File: config.mk
export PLATFORM = sky130hd
export DESIGN_NAME = muldiv_unit
export DESIGN_NICKNAME = d
export VERILOG_FILES = /design/src/pkg/muldiv_pkg.sv /design/src/core/muldiv_unit.sv
export VERILOG_INCLUDE_DIRS = /design/src /design/src/pkg
export SDC_FILE = /design/constraint.sdc
export NUM_CORES = 1
export LEC_CHECK = 0
export ABC_CLOCK_PERIOD_IN_PS = 17700
export BUFFER_PORTS_ARGS = -buffer_cell sky130_fd_sc_hd__buf_2
export CORE_MARGIN = 8
export CORE_UTILIZATION = 40
export CTS_BUF_LIST = sky130_fd_sc_hd__clkbuf_8
export CTS_CLUSTER_SIZE = 12
export DETAILED_ROUTE_END_ITERATION = 10
export PLACE_DENSITY_LB_ADDON = 0.05
export REMOVE_ABC_BUFFERS = 1
export SETUP_SLACK_MARGIN = 0.02
export SYNTH_ARGS = -nofsm -noshare
export SYNTH_HDL_FRONTEND = slang
export SYNTH_SLANG_ARGS = --single-unit
export TNS_END_PERCENT = 100
File: constraint.sdc
create_clock -name clk -period 17.7 [get_ports clk]
set_clock_uncertainty 0.05 [all_clocks]
set_input_delay 3.54 -clock clk [delete_from_list [all_inputs] [get_ports clk]]
set_output_delay 3.54 -clock clk [all_outputs]
set_load 0.05 [all_outputs]
File: src/pkg/muldiv_consts.svh
// Register addresses, field positions, reset values and timing counts
`ifndef MULDIV_CONSTS_SVH
`define MULDIV_CONSTS_SVH
`define MD_ADDR_OPERAND_0 8'he9
`define MD_ADDR_OPERAND_1 8'hea
`define MD_ADDR_OPERAND_2 8'heb
`define MD_ADDR_OPERAND_3 8'hec
`define MD_ADDR_OPERAND_4 8'hed
`define MD_ADDR_OPERAND_5 8'hee
`define MD_ADDR_CONTROL 8'hef
`define MD_CTRL_RESET 8'h00
`define MD_BIT_ERROR 7
`define MD_BIT_OVERFLOW 6
`define MD_BIT_RIGHT 5
`define MD_COUNT_MSB 4
`define MD_DIV32_CYCLES 6'h20
`define MD_DIV16_CYCLES 6'h10
`define MD_MUL_CYCLES 6'h02
`endif

File: src/pkg/muldiv_pkg.sv
// Types shared by the multiply/divide unit
`default_nettype none
package muldiv_pkg;
  typedef enum logic [2:0] {
    op_none,
    op_div32,
    op_div16,
    op_mul,
    op_shift,
    op_norm
  } op_t;

  // Special function register bus request
  typedef struct packed {
    logic wr;
    logic rd;
    logic [7:0] addr;
    logic [7:0] wdata;
  } sfr_req_t;
endpackage : muldiv_pkg
`default_nettype wire

File: src/core/muldiv_unit.sv
// Multiply/divide co-processor on the special function register bus
//
// Behaviour
// - Operand write order selects the operation
// - Restarting a running operation sets error flag
// - Overflow during operation sets overflow flag
// - Direction bit zero left, one right
// - Zero shift count selects normalize
// - Normalize leaves performed shift count
// - Nonzero shift count selects shift
// - Shift exactly the written count times
// - Divide 32/16, 16/16, multiply, shift, normalize
// - All arithmetic unsigned
// - Results overwrite operand registers
`timescale 1ns/1ps
`default_nettype none
`include "muldiv_consts.svh"

module muldiv_unit (
  // Clock and reset
  input wire logic clk,
  input wire logic rst,
  // Register bus
  input wire muldiv_pkg::sfr_req_t req,
  output logic [7:0] rdata,
  // Status
  output logic busy
);

  // ----------------------------------------------------------------
  // State
  // ----------------------------------------------------------------
  logic [7:0] operand [0:5];
  logic error_flag;
  logic overflow_flag;
  logic shift_right;
  logic [4:0] shift_count;
  logic [2:0] load_step;
  logic [2:0] last_index;
  muldiv_pkg::op_t pending;
  muldiv_pkg::op_t op;
  logic [5:0] cycles;
  logic [4:0] shifts_left;
  logic [4:0] norm_done;
  logic [31:0] acc;
  logic [15:0] divisor;
  logic [16:0] rem;

  logic is_wr;
  logic [2:0] wr_index;
  logic wr_operand;
  logic wr_control;
  logic start;
  muldiv_pkg::op_t start_op;
  logic [16:0] trial;
  logic [31:0] product;

  assign is_wr = req.wr;
  assign wr_operand = is_wr && req.addr >= `MD_ADDR_OPERAND_0
                      && req.addr <= `MD_ADDR_OPERAND_5;
  assign wr_control = is_wr && req.addr == `MD_ADDR_CONTROL;
  assign wr_index = 3'(req.addr - `MD_ADDR_OPERAND_0);
  assign trial = {rem[15:0], acc[31]} - {1'b0, divisor};
  assign product = operand[1] == 8'h00 && operand[0] == 8'h00 ? 32'h0 :
                   {16'h0, operand[1], operand[0]} * {16'h0, operand[5], operand[4]};

  // ----------------------------------------------------------------
  // Operation decode from write order
  // ----------------------------------------------------------------
  // Order: 0,1,2,3,4,5 div32; 0,1,4,5 div16; 0,4,1,5 mul; 0..3 + control shift, or normalize with zero count
  always_comb begin
    start = 1'b0;
    start_op = muldiv_pkg::op_none;
    if (wr_operand && wr_index == 3'd5) begin
      start = 1'b1;
      if (pending == muldiv_pkg::op_div32 && last_index == 3'd4) begin
        start_op = muldiv_pkg::op_div32;
      end else if (pending == muldiv_pkg::op_mul && last_index == 3'd1) begin
        start_op = muldiv_pkg::op_mul;
      end else begin
        start_op = muldiv_pkg::op_div16;
      end
    end else if (wr_control) begin
      start = 1'b1;
      start_op = req.wdata[`MD_COUNT_MSB:0] == 5'h00 ? muldiv_pkg::op_norm
                                                 : muldiv_pkg::op_shift;
    end
  end

  // Track the write sequence
  always_ff @(posedge clk) begin
    if (rst) begin
      load_step <= 3'd0;
      last_index <= 3'd0;
      pending <= muldiv_pkg::op_none;
    end else if (wr_operand) begin
      last_index <= wr_index;
      if (wr_index == 3'd0) begin
        load_step <= 3'd1;
        pending <= muldiv_pkg::op_div16;
      end else begin
        load_step <= load_step + 3'd1;
        if (load_step == 3'd1 && wr_index == 3'd4) begin
          pending <= muldiv_pkg::op_mul;
        end else if (load_step == 3'd2 && wr_index == 3'd2) begin
          pending <= muldiv_pkg::op_div32;
        end
      end
    end
  end

  // ----------------------------------------------------------------
  // Control/status register
  // ----------------------------------------------------------------
  always_ff @(posedge clk) begin
    if (rst) begin
      error_flag <= 1'b0;
      shift_right <= 1'b0;
    end else begin
      if (wr_control) begin
        shift_right <= req.wdata[`MD_BIT_RIGHT];
      end
      if (start && busy) begin
        error_flag <= 1'b1;
      end else if (wr_control) begin
        error_flag <= req.wdata[`MD_BIT_ERROR];
      end
    end
  end

  // ----------------------------------------------------------------
  // Sequencer and datapath
  // ----------------------------------------------------------------
  always_ff @(posedge clk) begin
    if (rst) begin
      busy <= 1'b0;
      op <= muldiv_pkg::op_none;
      cycles <= 6'h00;
      shifts_left <= 5'h00;
      norm_done <= 5'h00;
      shift_count <= 5'h00;
      overflow_flag <= 1'b0;
      acc <= 32'h0;
      divisor <= 16'h0;
      rem <= 17'h0;
      for (int i = 0; i < 6; i++) begin
        operand[i] <= 8'h00;
      end
    end else if (start) begin
      busy <= 1'b1;
      op <= start_op;
      rem <= 17'h0;
      norm_done <= 5'h00;
      overflow_flag <= 1'b0;
      if (wr_control) begin
        shift_count <= req.wdata[`MD_COUNT_MSB:0];
        shifts_left <= req.wdata[`MD_COUNT_MSB:0];
        acc <= {operand[3], operand[2], operand[1], operand[0]};
      end else begin
        operand[5] <= req.wdata;
        unique case (start_op)
          muldiv_pkg::op_div32: begin
            acc <= {operand[3], operand[2], operand[1], operand[0]};
            divisor <= {req.wdata, operand[4]};
            cycles <= `MD_DIV32_CYCLES;
            overflow_flag <= {req.wdata, operand[4]} == 16'h0;
          end
          muldiv_pkg::op_div16: begin
            acc <= {operand[1], operand[0], 16'h0};
            divisor <= {req.wdata, operand[4]};
            cycles <= `MD_DIV16_CYCLES;
            overflow_flag <= {req.wdata, operand[4]} == 16'h0;
          end
          default: begin
            acc <= {operand[1], operand[0], 16'h0};
            divisor <= {req.wdata, operand[4]};
            cycles <= `MD_MUL_CYCLES;
          end
        endcase
      end
    end else if (wr_operand) begin
      operand[wr_index] <= req.wdata;
    end else if (busy) begin
      unique case (op)
        muldiv_pkg::op_div32, muldiv_pkg::op_div16: begin
          if (!trial[16]) begin
            rem <= trial;
            acc <= {acc[30:0], 1'b1};
          end else begin
            rem <= {rem[15:0], acc[31]};
            acc <= {acc[30:0], 1'b0};
          end
          cycles <= cycles - 6'h01;
          if (cycles == 6'h01) begin
            busy <= 1'b0;
            // Quotient in low operands, remainder in operand 4/5
            if (op == muldiv_pkg::op_div32) begin
              {operand[3], operand[2], operand[1], operand[0]} <=
                {acc[30:0], !trial[16]};
            end else begin
              {operand[1], operand[0]} <= {acc[14:0], !trial[16]};
            end
            {operand[5], operand[4]} <= !trial[16] ? trial[15:0] : {rem[14:0], acc[31]};
          end
        end
        muldiv_pkg::op_mul: begin
          cycles <= cycles - 6'h01;
          if (cycles == 6'h01) begin
            busy <= 1'b0;
            {operand[3], operand[2], operand[1], operand[0]} <=
              {product[31:16], product[15:0]};
            overflow_flag <= product[31:16] != 16'h0;
          end
        end
        muldiv_pkg::op_shift: begin
          if (shifts_left == 5'h00) begin
            busy <= 1'b0;
            {operand[3], operand[2], operand[1], operand[0]} <= acc;
          end else begin
            shifts_left <= shifts_left - 5'h01;
            acc <= shift_right ? {1'b0, acc[31:1]} : {acc[30:0], 1'b0};
          end
        end
        muldiv_pkg::op_norm: begin
          if (acc == 32'h0 || acc[31]) begin
            busy <= 1'b0;
            shift_count <= norm_done;
            overflow_flag <= acc == 32'h0;
            {operand[3], operand[2], operand[1], operand[0]} <= acc;
          end else begin
            acc <= {acc[30:0], 1'b0};
            norm_done <= norm_done + 5'h01;
          end
        end
        default: begin
          busy <= 1'b0;
        end
      endcase
    end
  end

  // ----------------------------------------------------------------
  // Read data, registered
  // ----------------------------------------------------------------
  always_ff @(posedge clk) begin
    if (rst) begin
      rdata <= 8'h00;
    end else if (req.rd) begin
      if (req.addr == `MD_ADDR_CONTROL) begin
        rdata <= {error_flag, overflow_flag, shift_right, shift_count};
      end else if (req.addr >= `MD_ADDR_OPERAND_0 && req.addr <= `MD_ADDR_OPERAND_5) begin
        rdata <= operand[3'(req.addr - `MD_ADDR_OPERAND_0)];
      end else begin
        rdata <= 8'h00;
      end
    end
  end

  // ----------------------------------------------------------------
  // Assertions
  // ----------------------------------------------------------------
  property p_restart_error;
    @(posedge clk) disable iff (rst) (start && busy) |=> error_flag;
  endproperty
  a_restart_error: assert property (p_restart_error) else $error("restart lost error");

  property p_div_zero_ovf;
    @(posedge clk) disable iff (rst)
      (start && start_op == muldiv_pkg::op_div16 && {req.wdata, operand[4]} == 16'h0)
      |=> overflow_flag;
  endproperty
  a_div_zero_ovf: assert property (p_div_zero_ovf) else $error("no divide overflow");

  property p_norm_select;
    @(posedge clk) disable iff (rst)
      (wr_control && req.wdata[4:0] == 5'h00) |=> op == muldiv_pkg::op_norm;
  endproperty
  a_norm_select: assert property (p_norm_select) else $error("normalize not chosen");

  property p_shift_select;
    @(posedge clk) disable iff (rst)
      (wr_control && req.wdata[4:0] != 5'h00) |=> op == muldiv_pkg::op_shift && busy;
  endproperty
  a_shift_select: assert property (p_shift_select) else $error("shift not chosen");

  property p_shift_one;
    @(posedge clk) disable iff (rst)
      (wr_control && req.wdata == 8'h21 && !busy) ##1 (!start && !wr_operand) [*2]
      |=> !busy;
  endproperty
  a_shift_one: assert property (p_shift_one) else $error("shift length wrong");

  property p_norm_count;
    @(posedge clk) disable iff (rst)
      (busy && op == muldiv_pkg::op_norm && acc[31] && !start && !wr_operand)
      |=> shift_count == $past(norm_done);
  endproperty
  a_norm_count: assert property (p_norm_count) else $error("normalize count lost");

  property p_mul_result;
    @(posedge clk) disable iff (rst)
      (busy && op == muldiv_pkg::op_mul && cycles == 6'h01 && !start && !wr_operand)
      |=> {operand[3], operand[2], operand[1], operand[0]} == $past(product) && !busy;
  endproperty
  a_mul_result: assert property (p_mul_result) else $error("product not stored");

  property p_mul_order;
    @(posedge clk) disable iff (rst)
      (start && pending == muldiv_pkg::op_mul && last_index == 3'd1 && wr_operand)
      |=> op == muldiv_pkg::op_mul;
  endproperty
  a_mul_order: assert property (p_mul_order) else $error("order decode wrong");

  property p_left_shift;
    @(posedge clk) disable iff (rst)
      (busy && op == muldiv_pkg::op_shift && shifts_left != 5'h00 && !shift_right
       && !start && !wr_operand)
      |=> acc == ($past(acc) << 1);
  endproperty
  a_left_shift: assert property (p_left_shift) else $error("left shift wrong");

endmodule : muldiv_unit
`default_nettype wire

# ---- Yosys cells after proc, flatten, opt, wreduce, memory -nomap -nowiden
# Cells that the tools add are included.
dict set report totals {
  wordCells 201
  reg_bits 157
  out_inout_bits 9
  in_bits 20
}
dict set report classes {
  bitwise_logic 5
  mux 77
  n_reduce_logical 55
  n_addsub 6
  order_cmp 4
  n_eq_ne 31
  mul 1
}
# cell count
set op_table {}
lappend op_table {{$mux W32} 12}
lappend op_table {{$mux W48} 3}
lappend op_table {{$pmux W32 S4} 1}
lappend op_table {{$pmux W32 S3} 1}
lappend op_table {{$mux W16} 4}
lappend op_table {{$mux W8} 7}
lappend op_table {{$mux W5} 11}
lappend op_table {{$bwmux W48} 1}
lappend op_table {{$logic_not A32 Y1} 1}
lappend op_table {{$mul A16 B16 Y32} 1}
lappend op_table {{$mux W6} 5}
lappend op_table {{$ne A3 B3 Y1 const B} 9}
lappend op_table {{$bmux W8 S3} 1}
lappend op_table {{$demux W8 S3} 1}
lappend op_table {{$mux W1} 20}
lappend op_table {{$reduce_and A5 Y1} 4}
lappend op_table {{$eq A3 B2 Y1 const B} 6}
lappend op_table {{$mux W3} 6}
lappend op_table {{$reduce_bool A2 Y1} 9}
lappend op_table {{$sub A17 B16 Y17} 1}
lappend op_table {{$logic_not A16 Y1} 1}
lappend op_table {{$logic_not A8 Y1} 2}
lappend op_table {{$reduce_and A4 Y1} 4}
lappend op_table {{$reduce_bool A16 Y1} 1}
lappend op_table {{35 further kinds} 67}

# ---- Depth between registers and ports, before layout
dict set report depth {
  ltp_word 10
  ltp_mapped 25
  mapped_depth_nobuf 23
}

# ---- Least setup slack after synthesis
# Ideal clock, no wire load.
dict set report synth_path {
  path_kind {flip-flop to flip-flop}
  startpoint {register operand[33] (netlist bit)}
  endpoint {register overflow_flag}
  setup_ns 0.124
  path_stages_with_launch 23
  arrival_ns 6.588
  path_buffers 2
  required_ns 17.526
  path_slack_ns 10.939
  synth_period_minus_slack_ns 6.761
  path_cell_list {dfxtp_1 clkbuf_1 clkbuf_1 nand2_1 fa_1 inv_1 fa_1 fa_1 fa_1 fa_1 inv_1 fa_1 inv_1 ha_1 o21ai_0 a211o_1 o21ba_2 a2111oi_0 o22ai_1 xnor2_1 a211o_1 nor4_1 a21oi_1}
}
dict set report synth_between {
  elab_chain_len 9
  elab_cells_between_ends 10
  cone_classes {1 x mul; 6 x mux; 3 x reduce/logical}
}
# element line_no
set synth_rtl {}
lappend synth_rtl {{start, declared} muldiv_unit.sv:33} ;# logic [7:0] operand [0:5];
lappend synth_rtl {{start signal, assigned by index} muldiv_unit.sv:182} ;# operand[wr_index] <= req.wdata;
lappend synth_rtl {{parallel branches: the longest is 2 deep, another holds $mul A16 B16 Y32} --}
lappend synth_rtl {{$mux W32 (*)} muldiv_unit.sv:64} ;# assign product = operand[1] == 8'h00 && operand[0] == 8'h00 ? 32'h0 :
lappend synth_rtl {{$reduce_bool A16 Y1 (*)} muldiv_unit.sv:212} ;# overflow_flag <= product[31:16] != 16'h0;
lappend synth_rtl {{$mux W1 (*)} muldiv_unit.sv:208} ;# if (cycles == 6'h01) begin
lappend synth_rtl {{$pmux W1 S2 (*)} muldiv_unit.sv:184} ;# unique case (op)
lappend synth_rtl {{$mux W1 (*)} muldiv_unit.sv:183} ;# end else if (busy) begin
lappend synth_rtl {{$mux W1 (*)} muldiv_unit.sv:181} ;# end else if (wr_operand) begin
lappend synth_rtl {{$mux W1 (*)} muldiv_unit.sv:149} ;# end else if (start) begin
lappend synth_rtl {{end signal, assigned} muldiv_unit.sv:142} ;# overflow_flag <= 1'b0;
lappend synth_rtl {{end signal, assigned} muldiv_unit.sv:154} ;# overflow_flag <= 1'b0;
lappend synth_rtl {{end signal, assigned} muldiv_unit.sv:166} ;# overflow_flag <= {req.wdata, operand[4]} == 16'h0;
lappend synth_rtl {{end, declared} muldiv_unit.sv:35} ;# logic overflow_flag;
# Mark *: on every way between the ends. The select of a mux whose other input is x is not followed.
# A chain may end at the register's enable or synchronous reset.

# ---- Worst setup path in the final report
dict set report layout_path {
  startpoint {register operand[47] (netlist bit)}
  endpoint {register overflow_flag}
}
# The elaborated chain is that of the path after synthesis.

==> summary.txt <==
Layout
  • Non-filler instance count after layout: 2906
  • Area occupied by multi-input gates: 13700 um2
  • Leading cell type in the layout, fill and taps excluded: nand2_1
  • Fill cell total of the finished layout: 4762
  • Final #Nets: 2643
  • Share of cells above drive strength 1: 0.0577
  • Final core occ: 0.427
  • Final antenna diode count: 0
  • Highest-count cells in the layout ignoring fill and taps: nand2_1 (382), inv_1 (275), fa_1 (195)
  • Final instance area: 19400 um2
  • Area used by sequential logic in the layout: 3120 um2
  • Area added between synthesis and finish: 5.42%

Detailed routing
  • Total wire length after detailed routing: 62.2 mm
  • Number of DRC markers in iteration 0: 1190
  • TritonRoute pass-1 iters: 6
  • Mean number of vias per cell: 5.67
  • Count of unresolved DRC violations after routing: 0
  • Number of antenna-violating nets in the routed design: 0
  • Number of vias after detailed routing: 16.5k
  • Wire length per cell: 21.4 um

CTS
  • Setup fix buffers added after clock tree synthesis: 0
  • Buffer depth of the longest clock path: 2
  • Level count of the clock H-tree: 4
  • Reg clk slew, reported paths: 0.10 ns
  • Clock tree from TritonCTS: done
  • Total number of clock tree sinks: 156
  • CTS root buf: clkbuf_8
  • Clock latency on the worst-skew pair: 0.50 ns
  • Inserted Clock Buffers: 17
  • Hold_buf cts: 0
  • Count of cells resized by post-cts repair: 0

GRT
  • Total gr overflow: 0
  • Maximum number of pins on one net before global-route repair: 74
  • Via count of the first global-routing pass: 16.8k
  • All-layer global routing usage: 0.236
  • Global-route wire length before repair: 99.0 mm
  • Number of antenna violations at the first check in global routing: 0

Timing
  • RSZ-0062 raised after global routing: no
  • PnR worst setup slack: 9.78 ns
  • Final hold vios: 0
  • Setup Total Neg Slack: 0 ns
  • Max Freq: 126 MHz
  • Period minus WS final: 7.92 ns
  • Final Cycle Share: 0.447
  • Setup-violating endpoint count in the final report: 0
  • Max Transition Viols Final: 0
  • Worst slew slack as a fraction of its limit: 0.230
  • Least-Margin Pin Slew: 1.15 ns

Synthesis
  • Portion of netlist area occupied by mux cells: 0.0204
  • Area fraction in compound gates after synthesis: 0.182
  • Synth Area per Inst: 7.77 um2
  • Count of cell types in the netlist: 73
  • Share of the synthesized netlist area taken by xor and xnor gates: 0.0243
  • Main combinational cell family by area after synthesis: adder cells
  • Post-Synth Simple-Gate Area: 0.210
  • Number of enable flip-flop cells after synthesis: 0
  • Post-Syn Instances: 2373
  • Post-Synth Adder-Cell Area: 0.302
  • Share of synthesized flip-flops with an asynchronous set or reset: 0
  • Most used flip-flop cell after synthesis: dfxtp_1
  • Summed instance area of the synthesized netlist: 18400 um2
  • Synthesized flop and latch total: 156
  • Fraction of the yosys area taken by sequential cells: 0.169
  • Synth warnings: 0

Placement
  • Gpl congestion: 0.875
  • Placement-stage worst setup slack: 9.93 ns
  • Port Buf Inserts: 28
  • Number of placed instances with taps included: 2876
  • Dpl hpwl: 45.4 mm
  • Post-placement cell area: 19000 um2

Setup path
  • Peak fanout along the critical path: 11
  • Kind of start point of the critical path: flip-flop
  • CP endpoint kind: flip-flop
  • Required time of the critical path: 18.05 ns
  • Critical Setup Path Class: flip-flop to flip-flop
  • Data arrival time of the critical path: 8.27 ns

Job
  • Max-capacitance violation count: 0

Pwr
  • Max rail drop VDD: 0.0000423 V
  • Static leakage: 8.19 nW
  • Pwr per Cell Area: 35.9 nW/um2

Die
  • Starting utilization of the core area: 0.405
  • Core region area: 45500 um2
  • Num rows: 78
  • I/O pins: 29
  • Area of the die: 53200 um2
  • DIE HEIGHT: 231 um
  • Die X: 231 um

Status
  • Outcome: complete, no violations

Min path
  • Worst hold path type: flip-flop to flip-flop
## cell usage after synthesis, drive strengths merged (16+ instances only)
cell,n,area [um2]
a211oi,75,568
a21o,16,120
a21oi,178,891
a221oi,22,193
a22oi,20,150
a311oi,22,193
a31oi,20,125
and2,122,763
and3,23,149
buf,17,81.3
clkbuf,150,563
dfxtp,156,3120
fa,195,3900
ha,133,1660
inv,274,1030
mux2i,23,230
nand2,383,1440
nand3,26,130
nor2,180,678
nor3,40,210
nor4,18,113
o21ai,63,315
xnor2,34,298
## metrics by stage
step / hold slack, ns / total power, mW
floorplan: 0.380 / 0.387
detailed placement: 0.397 / 0.415
global route: 0.438 / 0.722
finish: 0.408 / 0.697
global placement: 0.396 / 0.415
CTS: 0.409 / 0.706
## logic make-up after synthesis
kind of cell	count (synthesis)
muxes	36
DFF	156
xor gates and xnor gates	49
buffers and inverters	442
AOI/OAI and AO/OA	512
adders and majority gates	328
and+or+nand+nor	850
## path summary, 6_finish.rpt
path	depth (start not counted)	slack [ns]	start	to
max	23	9.78	operand[47]	overflow_flag
min	2	0.41	divisor[15]	divisor[15]
min reg2reg	2	0.41	divisor[15]	divisor[15]
max reg2reg	23	9.78	operand[47]	overflow_flag
## registers in the layout, summed over array words and instances, names as in the netlist
name,count
cycles,6
shift_right,1
error_flag,1
load_step,3
op,3
shift_count,5
last_index,3
overflow_flag,1
acc,32
norm_done,5
rdata,8
rem,16
shifts_left,5
operand,48
busy,1
pending,2
divisor,16
## worst max-delay path, stage by stage, from the launching register on
cell	delay, ns
dfxtp_1	0.83
buf_4	0.33
nand2_1	0.10
fa_1	0.55
inv_1	0.06
fa_1	0.49
inv_1	0.05
fa_1	0.55
inv_1	0.06
fa_1	0.47
fa_1	0.50
inv_1	0.05
fa_1	0.48
inv_1	0.04
ha_1	0.38
nand2_1	0.06
o21ai_0	0.42
nor3_1	0.15
a2111oi_0	0.99
o22ai_1	0.23
xnor2_1	0.22
a211o_1	0.28
nor4_1	0.32
a21oi_1	0.11
## power by group
group          internal, mW  total (mW)  switching (mW)
sequential            0.353       0.355         0.00267
combinational        0.0130      0.0523          0.0393
clock                 0.141       0.289           0.149
total                 0.506       0.697           0.191
## per-layer routing
metal | global-route usage | wire length [um]
met5 | 0 | 0
met4 | 0.0863 | 2130
met3 | 0.0327 | 3060
met2 | 0.409 | 30300
met1 | 0.297 | 26700
## cell type report
type | count | share of cell area
multi-input combinational | 1775 | 0.703
inverter | 275 | 0.0531
tap | 600 | 0.0386
clock inverter | 12 | 0.00773
clock buffer | 18 | 0.0128
sequential | 156 | 0.161
timing repair buffer | 70 | 0.0236
Note: power is estimated with default switching activity, not from simulation.
